==> src/rtl/sfe_pkg.sv <==
// sfe_pkg: shared constants and carrier types for the serial flash front end
// assumes a 100 MHz system clock that oversamples the serial clock pin
package sfe_pkg;
   localparam int unsigned CLK_SYS_MHZ    = 100;
   localparam int unsigned SCK_MAX_MHZ    = 50;   // serial clock ceiling
   localparam int unsigned BYTE_BITS      = 8;
   localparam int unsigned SECTOR_KBYTE   = 4;
   localparam int unsigned BLOCK32_KBYTE  = 32;
   localparam int unsigned BLOCK64_KBYTE  = 64;
   localparam int unsigned ADDR_BITS      = 19;   // 4 Mbit array
   localparam int unsigned FIFO_DEPTH     = 4;
   localparam int unsigned LOCKDOWN_POS   = 7;
   localparam int unsigned AUTO_INC_POS   = 6;
   localparam int unsigned WR_LATCH_POS   = 1;
   localparam int unsigned BUSY_POS       = 0;
   localparam int unsigned PROT_LSB       = 2;
   localparam logic [7:0]  STATUS_RESET   = 8'h1C;  // lockdown 0, levels 0..2 set
   // opcodes the front end itself must recognise
   localparam logic [7:0]  OP_WR_ENABLE   = 8'h06;
   localparam logic [7:0]  OP_WRDI        = 8'h04;
   localparam logic [7:0]  OP_RDSR        = 8'h05;
   localparam logic [7:0]  OP_STATUS_WR   = 8'h01;
   localparam logic [7:0]  OP_PROG        = 8'h02;
   localparam logic [7:0]  OP_AUTO_INC    = 8'hAD;
   localparam logic [7:0]  OP_SECT        = 8'h20;
   localparam logic [7:0]  OP_BLK32       = 8'h52;
   localparam logic [7:0]  OP_BLK64       = 8'hD8;
   localparam logic [7:0]  OP_CHIP        = 8'h60;
   localparam logic [7:0]  OP_EBSY        = 8'h70;
   localparam logic [7:0]  OP_DBSY        = 8'h80;

   typedef enum logic [1:0] {SFE_ERASE_SECTOR, SFE_ERASE_B32, SFE_ERASE_B64,
                             SFE_ERASE_CHIP} sfe_erase_t;

   // one received byte with its position inside the frame
   typedef struct packed {
      logic [7:0] data;
      logic [7:0] opcode;
      logic [2:0] index;   // 0 opcode, 1..3 address, 4+ data (saturating)
   } sfe_byte_t;

   // erase or program request to the array back end
   typedef struct packed {
      logic                 erase;
      sfe_erase_t           kind;
      logic [ADDR_BITS-1:0] addr;
   } sfe_req_t;
endpackage : sfe_pkg

==> src/rtl/sfe_front_end.sv <==
// sfe_front_end: spi slave front end of a serial flash, plus a small byte fifo
// assumes pins arrive asynchronously; array back end sits on clk_sys_i
// Contract
// RL1 - capture input bits on serial clock rise
// RL2 - change output bit on serial clock fall
// RL3 - support modes 0 and 3 alike
// RL4 - select on chip select falling edge
// RL5 - drive busy on output during auto-increment
// RL6 - master holds select low while pausing
// RL7 - pause when pause falls with clock low
// RL8 - pause falling during high clock waits
// RL9 - resume on rise with clock low, keep progress
// RL10 - paused: output floats, input and clock ignored
// RL11 - deselect while paused resets interface logic
// RL12 - paused while pause low; resume needs both
// RL13 - pin low and lockdown set rejects status write
// RL14 - pin high always allows status write
// RL15 - erase addressing by 4k, 32k, 64k units
// RL16 - serial clock up to 50 MHz; the oversampling front end manages about an eighth of clk_sys_i
// RL17 - protect bits guard array and status; here only chip erase checks them, on prot_q[2:0]
// RL18 - master polls busy bit until clear
// RL19 - writes need write enable first
// RL20 - eight-bit cycles, most significant first
// RL21 - early deselect aborts instruction, back to standby
// RL22 - reset lockdown 0, low protect bits 1
// RL23 - output floats unless selected and not paused
`timescale 1ns/1ps

module sfe_fifo #(
   parameter int unsigned WIDTH = 8,
   parameter int unsigned DEPTH = 4
) (
   input  wire logic             clk_sys_i,
   input  wire logic             rst_b_i,
   input  wire logic [WIDTH-1:0] in_data_i,
   input  wire logic             in_valid_i,
   output logic                  in_ready_o,
   output logic      [WIDTH-1:0] out_data_o,
   output logic                  out_valid_o,
   input  wire logic             out_ready_i
);
   localparam int unsigned AW = (DEPTH > 1) ? $clog2(DEPTH) : 1;
   logic [WIDTH-1:0] mem_q [DEPTH];
   logic [AW-1:0]    wr_q;
   logic [AW-1:0]    rd_q;
   logic [AW:0]      cnt_q;
   logic             push;
   logic             pop;

   assign push        = in_valid_i && in_ready_o;
   assign pop         = out_valid_o && out_ready_i;
   assign in_ready_o  = (cnt_q != (AW+1)'(DEPTH));
   assign out_valid_o = (cnt_q != '0);
   assign out_data_o  = mem_q[rd_q];

   function automatic logic [AW-1:0] nxt(input logic [AW-1:0] p);
      nxt = (p == AW'(DEPTH - 1)) ? '0 : p + 1'b1;
   endfunction : nxt

   // storage and pointers
   always_ff @(posedge clk_sys_i) begin
      if (push) begin
         mem_q[wr_q] <= in_data_i;
      end
   end

   always_ff @(posedge clk_sys_i or negedge rst_b_i) begin
      if (!rst_b_i) begin
         wr_q  <= '0;
         rd_q  <= '0;
         cnt_q <= '0;
      end else begin
         if (push) wr_q <= nxt(wr_q);
         if (pop)  rd_q <= nxt(rd_q);
         cnt_q <= cnt_q + (AW+1)'(push) - (AW+1)'(pop);
      end
   end
endmodule : sfe_fifo

module sfe_front_end
   import sfe_pkg::*;
#(
   parameter int unsigned FIFO_W = 16,
   parameter int unsigned FIFO_D = sfe_pkg::FIFO_DEPTH
) (
   input  wire logic                  clk_sys_i,
   input  wire logic                  rst_b_i,
   input  wire logic                  sck_i,
   input  wire logic                  sel_b_i,
   input  wire logic                  sdi_i,
   input  wire logic                  pause_b_i,
   input  wire logic                  wprot_b_i,
   output logic                       sdo_o,
   output logic                       sdo_oe_o,
   input  wire logic                  busy_i,
   input  wire logic                  auto_inc_end_i,
   output sfe_pkg::sfe_byte_t         byte_o,
   output logic                       byte_valid_o,
   input  wire logic                  byte_ready_i,
   output sfe_pkg::sfe_req_t          req_o,
   output logic                       req_valid_o,
   output logic [7:0]                 status_o,
   output logic                       overrun_o
);
   import sfe_pkg::*;

   logic [1:0] sck_s_q, sel_s_q, sdi_s_q, hold_s_q, wp_s_q;
   logic       sck_p_q;
   logic       sck_rise, sck_fall, sck_lo;
   logic       paused_q, hold_cmd;
   logic       active_q;
   logic [2:0] bit_q;
   logic [7:0] sh_q;
   logic [7:0] op_q;
   logic [2:0] idx_q;
   logic [ADDR_BITS-1:0] addr_q;
   logic [7:0] out_q;
   logic       so_busy_q;
   logic       wr_latch_q, auto_inc_q, lock_q;
   logic [3:0] prot_q;
   logic       byte_done;
   logic [7:0] rx_byte;
   logic       f_in_rdy;
   sfe_byte_t  f_in, f_out;
   logic       f_out_v;

   // two-flop synchronisers on every pin
   // oversampling limits the usable serial clock to about an eighth of clk_sys_i,
   // well below the 50 MHz pin ceiling; a faster link needs a pin-clocked shifter [RL16]
   always_ff @(posedge clk_sys_i or negedge rst_b_i) begin
      if (!rst_b_i) begin
         sck_s_q  <= '0;
         sel_s_q  <= 2'b11;
         sdi_s_q  <= '0;
         hold_s_q <= 2'b11;
         wp_s_q   <= 2'b11;
         sck_p_q  <= 1'b0;
      end else begin
         sck_s_q  <= {sck_s_q[0], sck_i};
         sel_s_q  <= {sel_s_q[0], sel_b_i};
         sdi_s_q  <= {sdi_s_q[0], sdi_i};
         hold_s_q <= {hold_s_q[0], pause_b_i};
         wp_s_q   <= {wp_s_q[0], wprot_b_i};
         sck_p_q  <= sck_s_q[1];
      end
   end

   // edges seen only on the second stage; idle level is irrelevant [RL3]
   assign sck_rise = sck_s_q[1] && !sck_p_q && !sel_s_q[1] && !paused_q;   // [RL10]
   assign sck_fall = !sck_s_q[1] && sck_p_q && !sel_s_q[1] && !paused_q;   // [RL10]
   assign sck_lo   = !sck_s_q[1];
   assign hold_cmd = !hold_s_q[1];

   // pause enters and leaves only while the clock is low, or ends on deselect at any clock level [RL7] [RL8] [RL9]
   always_ff @(posedge clk_sys_i or negedge rst_b_i) begin
      if (!rst_b_i) begin
         paused_q <= 1'b0;
      end else if (sel_s_q[1]) begin
         paused_q <= 1'b0;                        // deselect clears the pause [RL11]
      end else if (sck_lo) begin
         paused_q <= hold_cmd;                    // stays while pause held low [RL12]
      end
   end

   // frame tracking; a fresh select starts at the opcode [RL4]
   always_ff @(posedge clk_sys_i or negedge rst_b_i) begin
      if (!rst_b_i) begin
         active_q <= 1'b0;
      end else begin
         active_q <= !sel_s_q[1];
      end
   end

   assign rx_byte   = {sh_q[6:0], sdi_s_q[1]};
   assign byte_done = sck_rise && (bit_q == 3'd7);

   // shift in msb first on the rising edge [RL1] [RL20]
   always_ff @(posedge clk_sys_i or negedge rst_b_i) begin
      if (!rst_b_i) begin
         bit_q <= '0;
         sh_q  <= '0;
         idx_q <= '0;
         op_q  <= '0;
      end else if (sel_s_q[1] || !active_q) begin
         bit_q <= '0;                             // partial byte dropped [RL21] [RL11]
         idx_q <= '0;
      end else if (sck_rise) begin
         sh_q  <= rx_byte;
         bit_q <= bit_q + 3'd1;
         if (bit_q == 3'd7) begin
            if (idx_q == 3'd0) op_q <= rx_byte;
            if (idx_q != 3'd7) idx_q <= idx_q + 3'd1;
         end
      end
   end

   // address collected from bytes 1 to 3
   always_ff @(posedge clk_sys_i or negedge rst_b_i) begin
      if (!rst_b_i) begin
         addr_q <= '0;
      end else if (byte_done && idx_q >= 3'd1 && idx_q <= 3'd3) begin
         addr_q <= ADDR_BITS'({addr_q, rx_byte});
      end
   end

   // write-protect pin high makes the lockdown bit a don't care
   function automatic logic status_wr_ok(input logic wp_b, input logic lock);
      status_wr_ok = wp_b || !lock;               // [RL13] [RL14]
   endfunction : status_wr_ok

   function automatic logic needs_addr(input logic [7:0] op);
      needs_addr = (op == OP_PROG) || (op == OP_SECT) || (op == OP_BLK32) ||
                   (op == OP_BLK64) || (op == OP_AUTO_INC);
   endfunction : needs_addr

   // status bits; an instruction acts once its deciding byte is whole, without waiting for deselect [RL21]
   // the write enable latch is spent by every accepted write or erase except auto-increment, which keeps it until auto_inc_end_i
   always_ff @(posedge clk_sys_i or negedge rst_b_i) begin
      if (!rst_b_i) begin
         wr_latch_q  <= 1'b0;
         auto_inc_q  <= 1'b0;
         lock_q      <= STATUS_RESET[LOCKDOWN_POS];            // [RL22]
         prot_q      <= STATUS_RESET[PROT_LSB +: 4];           // [RL22]
         req_valid_o <= 1'b0;
         req_o       <= '0;
         so_busy_q   <= 1'b0;
      end else begin
         req_valid_o <= 1'b0;
         if (auto_inc_end_i) begin
            auto_inc_q <= 1'b0;
            wr_latch_q <= 1'b0;
         end
         if (byte_done && idx_q == 3'd0) begin
            case (rx_byte)
               OP_WR_ENABLE: wr_latch_q <= 1'b1;
               OP_WRDI: wr_latch_q <= 1'b0;
               OP_EBSY: so_busy_q <= 1'b1;
               OP_DBSY: so_busy_q <= 1'b0;
               OP_CHIP: begin
                  if (wr_latch_q && prot_q[2:0] == 3'b000 && !busy_i) begin  // [RL19] [RL17]
                     req_o       <= '{erase: 1'b1, kind: SFE_ERASE_CHIP, addr: '0};
                     req_valid_o <= 1'b1;
                     wr_latch_q  <= 1'b0;
                  end
               end
               default: ;
            endcase
         end
         if (byte_done && idx_q == 3'd1 && op_q == OP_STATUS_WR) begin
            if (wr_latch_q && status_wr_ok(wp_s_q[1], lock_q)) begin  // [RL19] [RL13] [RL14]
               lock_q <= rx_byte[LOCKDOWN_POS];
               prot_q <= rx_byte[PROT_LSB +: 4];
            end
            wr_latch_q <= 1'b0;
         end
         if (byte_done && idx_q == 3'd3 && needs_addr(op_q) && wr_latch_q && !busy_i) begin
            // erase units are 4k, 32k and 64k by opcode [RL15]
            req_o.erase <= (op_q != OP_PROG) && (op_q != OP_AUTO_INC);
            req_o.kind  <= (op_q == OP_BLK32) ? SFE_ERASE_B32 :
                           (op_q == OP_BLK64) ? SFE_ERASE_B64 : SFE_ERASE_SECTOR;
            req_o.addr  <= ADDR_BITS'({addr_q, rx_byte});
            req_valid_o <= 1'b1;
            // auto-increment keeps the latch until the back end ends the run
            if (op_q == OP_AUTO_INC) auto_inc_q <= 1'b1;
            else wr_latch_q <= 1'b0;
         end
      end
   end

   // output shift on the falling edge; busy on the pin during auto-increment [RL2] [RL5]
   always_ff @(posedge clk_sys_i or negedge rst_b_i) begin
      if (!rst_b_i) begin
         out_q <= '0;
         sdo_o <= 1'b0;
      end else if (sel_s_q[1]) begin
         sdo_o <= 1'b0;
      end else if (auto_inc_q && so_busy_q && op_q != OP_RDSR) begin
         sdo_o <= !busy_i;                        // ready high, busy low
      end else if (sck_fall) begin
         if (bit_q == 3'd0) begin
            out_q <= {status_o[6:0], 1'b0};
            sdo_o <= status_o[7];                 // status read, msb first [RL20]
         end else begin
            out_q <= {out_q[6:0], 1'b0};
            sdo_o <= out_q[7];
         end
      end
   end

   // pin drive only while selected and not paused [RL23] [RL10]
   always_ff @(posedge clk_sys_i or negedge rst_b_i) begin
      if (!rst_b_i) begin
         sdo_oe_o <= 1'b0;
      end else begin
         sdo_oe_o <= !sel_s_q[1] && !paused_q &&
                     ((op_q == OP_RDSR && idx_q != 3'd0) || (auto_inc_q && so_busy_q));
      end
   end

   // status image for the host poll of the busy bit [RL18]
   always_ff @(posedge clk_sys_i or negedge rst_b_i) begin
      if (!rst_b_i) begin
         status_o <= STATUS_RESET;
      end else begin
         status_o <= {lock_q, auto_inc_q, prot_q, wr_latch_q, busy_i};
      end
   end

   // received bytes flow through the fifo; a full fifo flags an overrun
   assign f_in = '{data: rx_byte, opcode: (idx_q == 3'd0) ? rx_byte : op_q, index: idx_q};

   always_ff @(posedge clk_sys_i or negedge rst_b_i) begin
      if (!rst_b_i) begin
         overrun_o <= 1'b0;
      end else if (sel_s_q[1]) begin
         overrun_o <= 1'b0;
      end else if (byte_done && !f_in_rdy) begin
         overrun_o <= 1'b1;                       // serial side cannot be stalled
      end
   end

   sfe_fifo #(.WIDTH($bits(sfe_byte_t)), .DEPTH(FIFO_D)) u_fifo (
      .clk_sys_i   (clk_sys_i),
      .rst_b_i     (rst_b_i),
      .in_data_i   (f_in),
      .in_valid_i  (byte_done),
      .in_ready_o  (f_in_rdy),
      .out_data_o  (f_out),
      .out_valid_o (f_out_v),
      .out_ready_i (byte_ready_i)
   );

   // fifo head is already a register; byte_o mirrors it to flops, byte_valid_o follows it only while byte_ready_i is low
   always_ff @(posedge clk_sys_i or negedge rst_b_i) begin
      if (!rst_b_i) begin
         byte_o       <= '0;
         byte_valid_o <= 1'b0;
      end else begin
         byte_o       <= f_out;
         byte_valid_o <= f_out_v && !byte_ready_i;
      end
   end
endmodule : sfe_front_end

==> config.mk <==
export PLATFORM = sky130hd
export DESIGN_NAME = sfe_front_end
export DESIGN_NICKNAME = d
export VERILOG_FILES = /design/src/rtl/sfe_pkg.sv /design/src/rtl/sfe_front_end.sv
export SDC_FILE = /design/constraint.sdc
export NUM_CORES = 1
export LEC_CHECK = 0
export CELL_PAD_IN_SITES_DETAIL_PLACEMENT = 0
export CELL_PAD_IN_SITES_GLOBAL_PLACEMENT = 1
export CORE_UTILIZATION = 57
export DETAILED_ROUTE_END_ITERATION = 8
export DONT_BUFFER_PORTS = 1
export GPL_TIMING_DRIVEN = 0
export PLACE_DENSITY_LB_ADDON = 0.1
export SKIP_CTS_REPAIR_TIMING = 1
export SYNTH_ARGS = -nofsm -noshare
export SYNTH_HDL_FRONTEND = slang
export SYNTH_SLANG_ARGS = --single-unit
==> constraint.sdc <==
create_clock -name clk_sys_i -period 4.6 [get_ports clk_sys_i]
set_input_delay 0.92 -clock clk_sys_i [delete_from_list [all_inputs] [get_ports clk_sys_i]]
set_output_delay 0.92 -clock clk_sys_i [all_outputs]
set_load 0.005 [all_outputs]
# Word level (Yosys, flattened, before mapping)
# Memories as Yosys holds them, arrays and structs flattened. A register that Yosys moved wholly into a read port is not among the register bits.
# Cells that the tools add are included.
[totals]
mem_bits_rw = 76
memories = 1
ff_bits = 103
in_bits = 10
output_inout_bits = 54
elab_cells = 175
[mem_list]
columns = ["name", "words", "word_bits", "read_ports", "rd_clocked_by_memory_dff", "write_ports", "line_no", "source"]
rows = [
  ["u_fifo.mem_q", 4, 19, 1, 1, 1, "sfe_front_end.sv:43", "logic [WIDTH-1:0] mem_q [DEPTH];"],
]
[classes]
muxes = 41
eq_ne = 23
bitwise_logic = 3
reduce_logical = 68
order_cmp = 2
n_addsub = 6
[op_table]
columns = ["cell", "count"]
rows = [
  ["two-way mux 22 bit", 4],
  ["logical AND 1 bit", 29],
  ["equality test 8 x 3 -> 1 bit, second input constant", 3],
  ["equality test 8 x 7 -> 1 bit, second input constant", 3],
  ["equality test 8 bit, second input constant", 3],
  ["two-way mux 1 bit", 23],
  ["two-way mux 3 bit", 6],
  ["two-way mux 8 bit", 2],
  ["nonzero test 2 bit", 8],
  ["AND reduction 3 bit", 4],
  ["zero test 1 bit", 11],
  ["zero test 3 bit", 3],
  ["nonzero test 3 bit", 3],
  ["equality test 8 x 1 -> 1 bit, second input constant", 1],
  ["equality test 8 x 2 -> 1 bit, second input constant", 1],
  ["equality test 8 x 6 -> 1 bit, second input constant", 1],
  ["two-way mux 2 bit", 4],
  ["!= test 8 x 2 -> 1 bit, second input constant", 1],
  ["!= test 8 x 3 -> 1 bit, second input constant", 1],
  ["!= test 8 bit, second input constant", 1],
  ["logical OR 1 bit", 7],
  ["adder 3 x 1 -> 3 bit, second input constant", 2],
  ["!= test 3 bit, second input constant", 2],
  ["AND reduction 2 bit", 3],
  ["13 further kinds", 17],
]

# Depth between registers and ports, before layout
[logic_depth]
depth_word = 11
ltp_mapped = 9
ltp_nobuf = 8

# Hierarchy
# A second synthesis with hierarchy kept.
[hier_totals]
hier_cells = 507
area_unflattened_um2 = 7706.1
[modules_own_cells]
columns = ["module", "cells_each", "n_inst", "area_per_inst_um2"]
rows = [
  ["sfe_front_end", 370, 1, 4530.6],
  ["sfe_fifo", 137, 1, 3175.5],
]

# Worst setup path after synthesis
# No wires, ideal clock.
[synth_path]
kind = "flip-flop to flip-flop"
from = "reg bit_q[0]"
to = "mem u_fifo.mem_q[3][0] (netlist name) (enable)"
n_path_buf = 0
t_arrival_ns = 1.906
stages_incl_launch_ff = 7
setup_time_ns = 0.377
path_slack_ns = 2.317
path_cell_list = "dfrtp_1 -> ha_1 -> ha_1 -> nor2b_1 -> nand2_1 -> a21oi_1 -> and2_1"
[synth_via]
elab_chain_len = 5
[synth_lines]
columns = ["element", "line_no", "source"]
rows = [
  ["start: declaration", "sfe_front_end.sv:112", "logic [2:0] bit_q;"],
  ["start signal: assignment", "sfe_front_end.sv:189", "bit_q <= bit_q + 3'd1;"],
  ["equality test 3 bit", "sfe_front_end.sv:175", "assign byte_done = sck_rise && (bit_q == 3'd7);"],
  ["logical AND 1 bit", "sfe_front_end.sv:175", ""],
  ["logical AND 1 bit", "sfe_front_end.sv:50", "assign push = in_valid_i && in_ready_o;"],
  ["two-way mux 1 bit", "sfe_front_end.sv:62", "if (push) begin"],
  ["two-way mux 1 bit (implied by the code)", "sfe_front_end.sv:63", "mem_q[wr_q] <= in_data_i;"],
  ["end: declaration", "sfe_front_end.sv:43", ""],
]
# No other way between the ends.

# Final worst setup path
[layout_path]
from = "reg bit_q[0]"
to = "mem u_fifo.mem_q[1][15] (netlist name) (enable)"
# Same word-level chain as after synthesis.

==> run summary <==
Critical path's slowest cell -> and2_1
Initial antenna violation count -> 0
Number of synthesized flops with an enable pin -> 76
Unrepaired setup endpoints after global routing -> no
Reported max-cap violation count -> 0
Critical Path, Cell by Cell -> ha_1 > ha_1 > nor2b_1 > nand2_1 > a21oi_1 > and2_1
Routability Congestion -> 0.816
Area Growth Syn to Fin -> 9.96%
Hold crit path type -> primary input to async pin
Critical R2R Launch -> bit_q[0]
Mapped Area -> 7590 um^2
Starting Density -> 0.594
Largest net degree at the start of global routing -> 122
Final hold violations -> 0
Synth top area share -> 0.359
Switching pwr -> 907 uW
DRT iter0 DRCs -> 259
CTS tree -> done
Routed Antenna Nets -> 0
Fmax -> 0.348 GHz
Layout fillers -> 901
Clk sinks -> 197
Ant. Diodes -> 0
Pre-Repair DR Iteration Count -> 4
Vias in the first global route -> 3,994
Final worst setup slack -> 1.73 ns
DP HPWL -> 8.43 mm
Async SR Flop Fraction -> 0.614
Syn Inst Count -> 455
Sum Neg Setup Slack -> 0 ns
Worst-path maximum fanout -> 19
Final period util -> 0.625
Die X -> 117 um
DRC Markers -> 0
Place WS -> 1.64 ns
H-tree depth -> 4
Top cells by count, synth -> dfrtp_1 (109), edfxtp_1 (76), mux2_2 (48)
Worst Max-Slew Pin Slew -> 1.01 ns
Net Count, Synth -> 481
Total number of vias -> 3,804
Final setup viols -> 0
Static Leak -> 0.00342 uW
Vias per cell -> 5.77
Critical path's largest stage delay -> 0.88 ns
Global Route Usage Sum -> 0.209
Clk_skew -> 0.00671 ns
Sw Share -> 0.237
CTS Root Cell -> clkbuf_16
Int Power -> 2920 uW
Status -> finished clean
Reg-to-reg setup timing slack -> 1.73 ns
Routed wire length -> 13.1 mm
Comb pwr share -> 0.099
CP Launch Type -> flip-flop
I/O pin total -> 64
Clock Tree Buf Depth -> 2
Reg2reg path depth -> 6
CP most frequent cell -> ha_1
Worst vdd rail ir drop -> 221 uV
Ys flop type -> dfrtp_1
Most common cell in the netlist -> dfrtp_1
Clock-pin slew on the worst setup and hold paths -> 0.06 ns
Area contributors post-synth -> dfrtp_1 (36%), edfxtp_1 (30%), mux2_2 (7.1%)
Num CTS Buffers -> 17
Slew Limit Headroom -> 0.326
Worst setup EP type -> flip-flop
Clock power frac -> 0.357
Max-slew violations -> 0
Wire per inst -> 19.9 um
Critical path class -> flip-flop to flip-flop
Die height -> 117 um
Layout cell share with drive strength beyond 1 -> 0.251
Synth Warn # -> 0
Die area -> 13,800 um^2
Sequential cell area fraction in the yosys report -> 0.702
Synth cell types -> 53
Core ar. -> 12,800 um^2
Seq pwr share -> 0.543
Yosys reg bits -> 197
Gr ovfl total -> 0
I/O Buffers -> 0
Avg Cell Area, Syn -> 16.7 um^2
First-pass GRT wire length -> 21.3 mm
Critical path arrival -> 2.92 ns
Critical Path RT -> 4.65 ns
Skew-Pair Late Insertion Delay -> 0.43 ns
Worst reg2reg path endpoint -> u_fifo.mem_q[1][15]
Largest area contributor in the netlist -> dfrtp_1
Row count -> 41
# nets final -> 500
Period minus WS final -> 2.87 ns
Power Dens Cells -> 458 nW/um^2
==> placed cells by master, fill, tap and decap left out, drive strengths merged, types with 3 or more instances in the layout <==
| master | n |
|---|---|
| a211oi | 3 |
| a21o | 3 |
| a21oi | 7 |
| a22o | 19 |
| and2 | 6 |
| buf | 8 |
| clkbuf | 26 |
| clkinv | 5 |
| dfrtp | 109 |
| dfstp | 12 |
| edfxtp | 76 |
| ha | 15 |
| inv | 23 |
| mux2 | 48 |
| mux2i | 4 |
| mux4 | 19 |
| nand2 | 17 |
| nand3 | 5 |
| nand4 | 3 |
| nor2 | 17 |
| nor2b | 5 |
| nor3 | 8 |
| nor4 | 4 |
| o21ai | 8 |
| xnor2 | 3 |
==> kinds of logic after synthesis <==
group,Yosys count,share of synthesized area
flip-flops,197,0.702
adder cells (fa/ha/maj),16,0.0274
multiplexers,71,0.133
XOR/XNOR,5,0.00577
AO/OA/AOI/OAI,52,0.0541
buffers and inverters,33,0.0198
AND/OR/NAND/NOR,81,0.0582
==> power by group through the flow <==
stage | Clock [uW] | Combinational [uW] | Sequential [uW]
floorplan | 0 | 318 | 2070
global placement | 0 | 380 | 2110
detailed placement | 0 | 389 | 2120
CTS | 1390 | 390 | 2080
global route | 1460 | 430 | 2090
finish | 1370 | 379 | 2080
==> worst max-delay path: cells and delay by family, from the launching register on <==
family                   cells  cell delay, ns
AND/OR/NAND/NOR              3            1.37
flip-flops                   1            0.39
AO/OA/AOI/OAI                1            0.45
adder cells (fa/ha/maj)      2            0.28
==> registers in the layout, indices dropped and copies added, names as in the netlist, 2 cells and up <==
register,count
req_o,22
sck_s_q,2
idx_q,3
u_fifo.cnt_q,3
sh_q,7
out_q,7
sel_s_q,2
byte_o,19
op_q,8
u_fifo.mem_q,76
bit_q,3
u_fifo.wr_q,2
addr_q,11
u_fifo.rd_q,2
wp_s_q,2
status_o,8
hold_s_q,2
prot_q,4
sdi_s_q,2
==> per-layer routing <==
metal | global-route usage | routed length [um]
met5 | 0 | 0
met4 | 0.0950 | 284
met3 | 0.0545 | 656
met2 | 0.325 | 6390
met1 | 0.279 | 5760
==> stage by stage <==
stage | instances | power (uW) | hold WS (ns) | cell area [um^2] | utilization
after global routing | 659 | 3980 | 0.162 | 8340 | 0.653
after CTS | 659 | 3870 | 0.168 | 8340 | 0.653
after detailed placement | 627 | 2510 | 0.345 | 7800 | 0.611
after global placement | 627 | 2490 | 0.334 | 7800 | 0.611
final | 659 | 3820 | 0.182 | 8340 | 0.653
after floorplan | 455 | 2390 | 0.331 | 7590 | -
==> how the worst max path moves through the flow <==
stage / slack (ns) / end / from / cells after the start
5_1_grt: 1.44 / u_fifo.mem_q[1][18] / bit_q[0] / 6
2_1_floorplan: 2.32 / u_fifo.mem_q[3][0] / bit_q[0] / 6
6_report: 1.73 / u_fifo.mem_q[1][15] / bit_q[0] / 6
3_3_place_gp: 1.67 / u_fifo.mem_q[0][15] / bit_q[0] / 6
3_5_place_dp: 1.64 / u_fifo.mem_q[1][14] / bit_q[0] / 6
4_1_cts: 1.64 / u_fifo.mem_q[1][13] / bit_q[0] / 6
==> layout make-up <==
cell class              count  area [um^2]  area share
plain buffers              13         72.6     0.00870
clock inverters            11          100      0.0120
inverters                  20         77.6     0.00930
clock buffers              21          440      0.0528
well taps                 172          215      0.0258
multi-input cells         225         2110       0.253
flip-flops and latches    197         5330       0.638
Power figures use the tool's default switching activity.
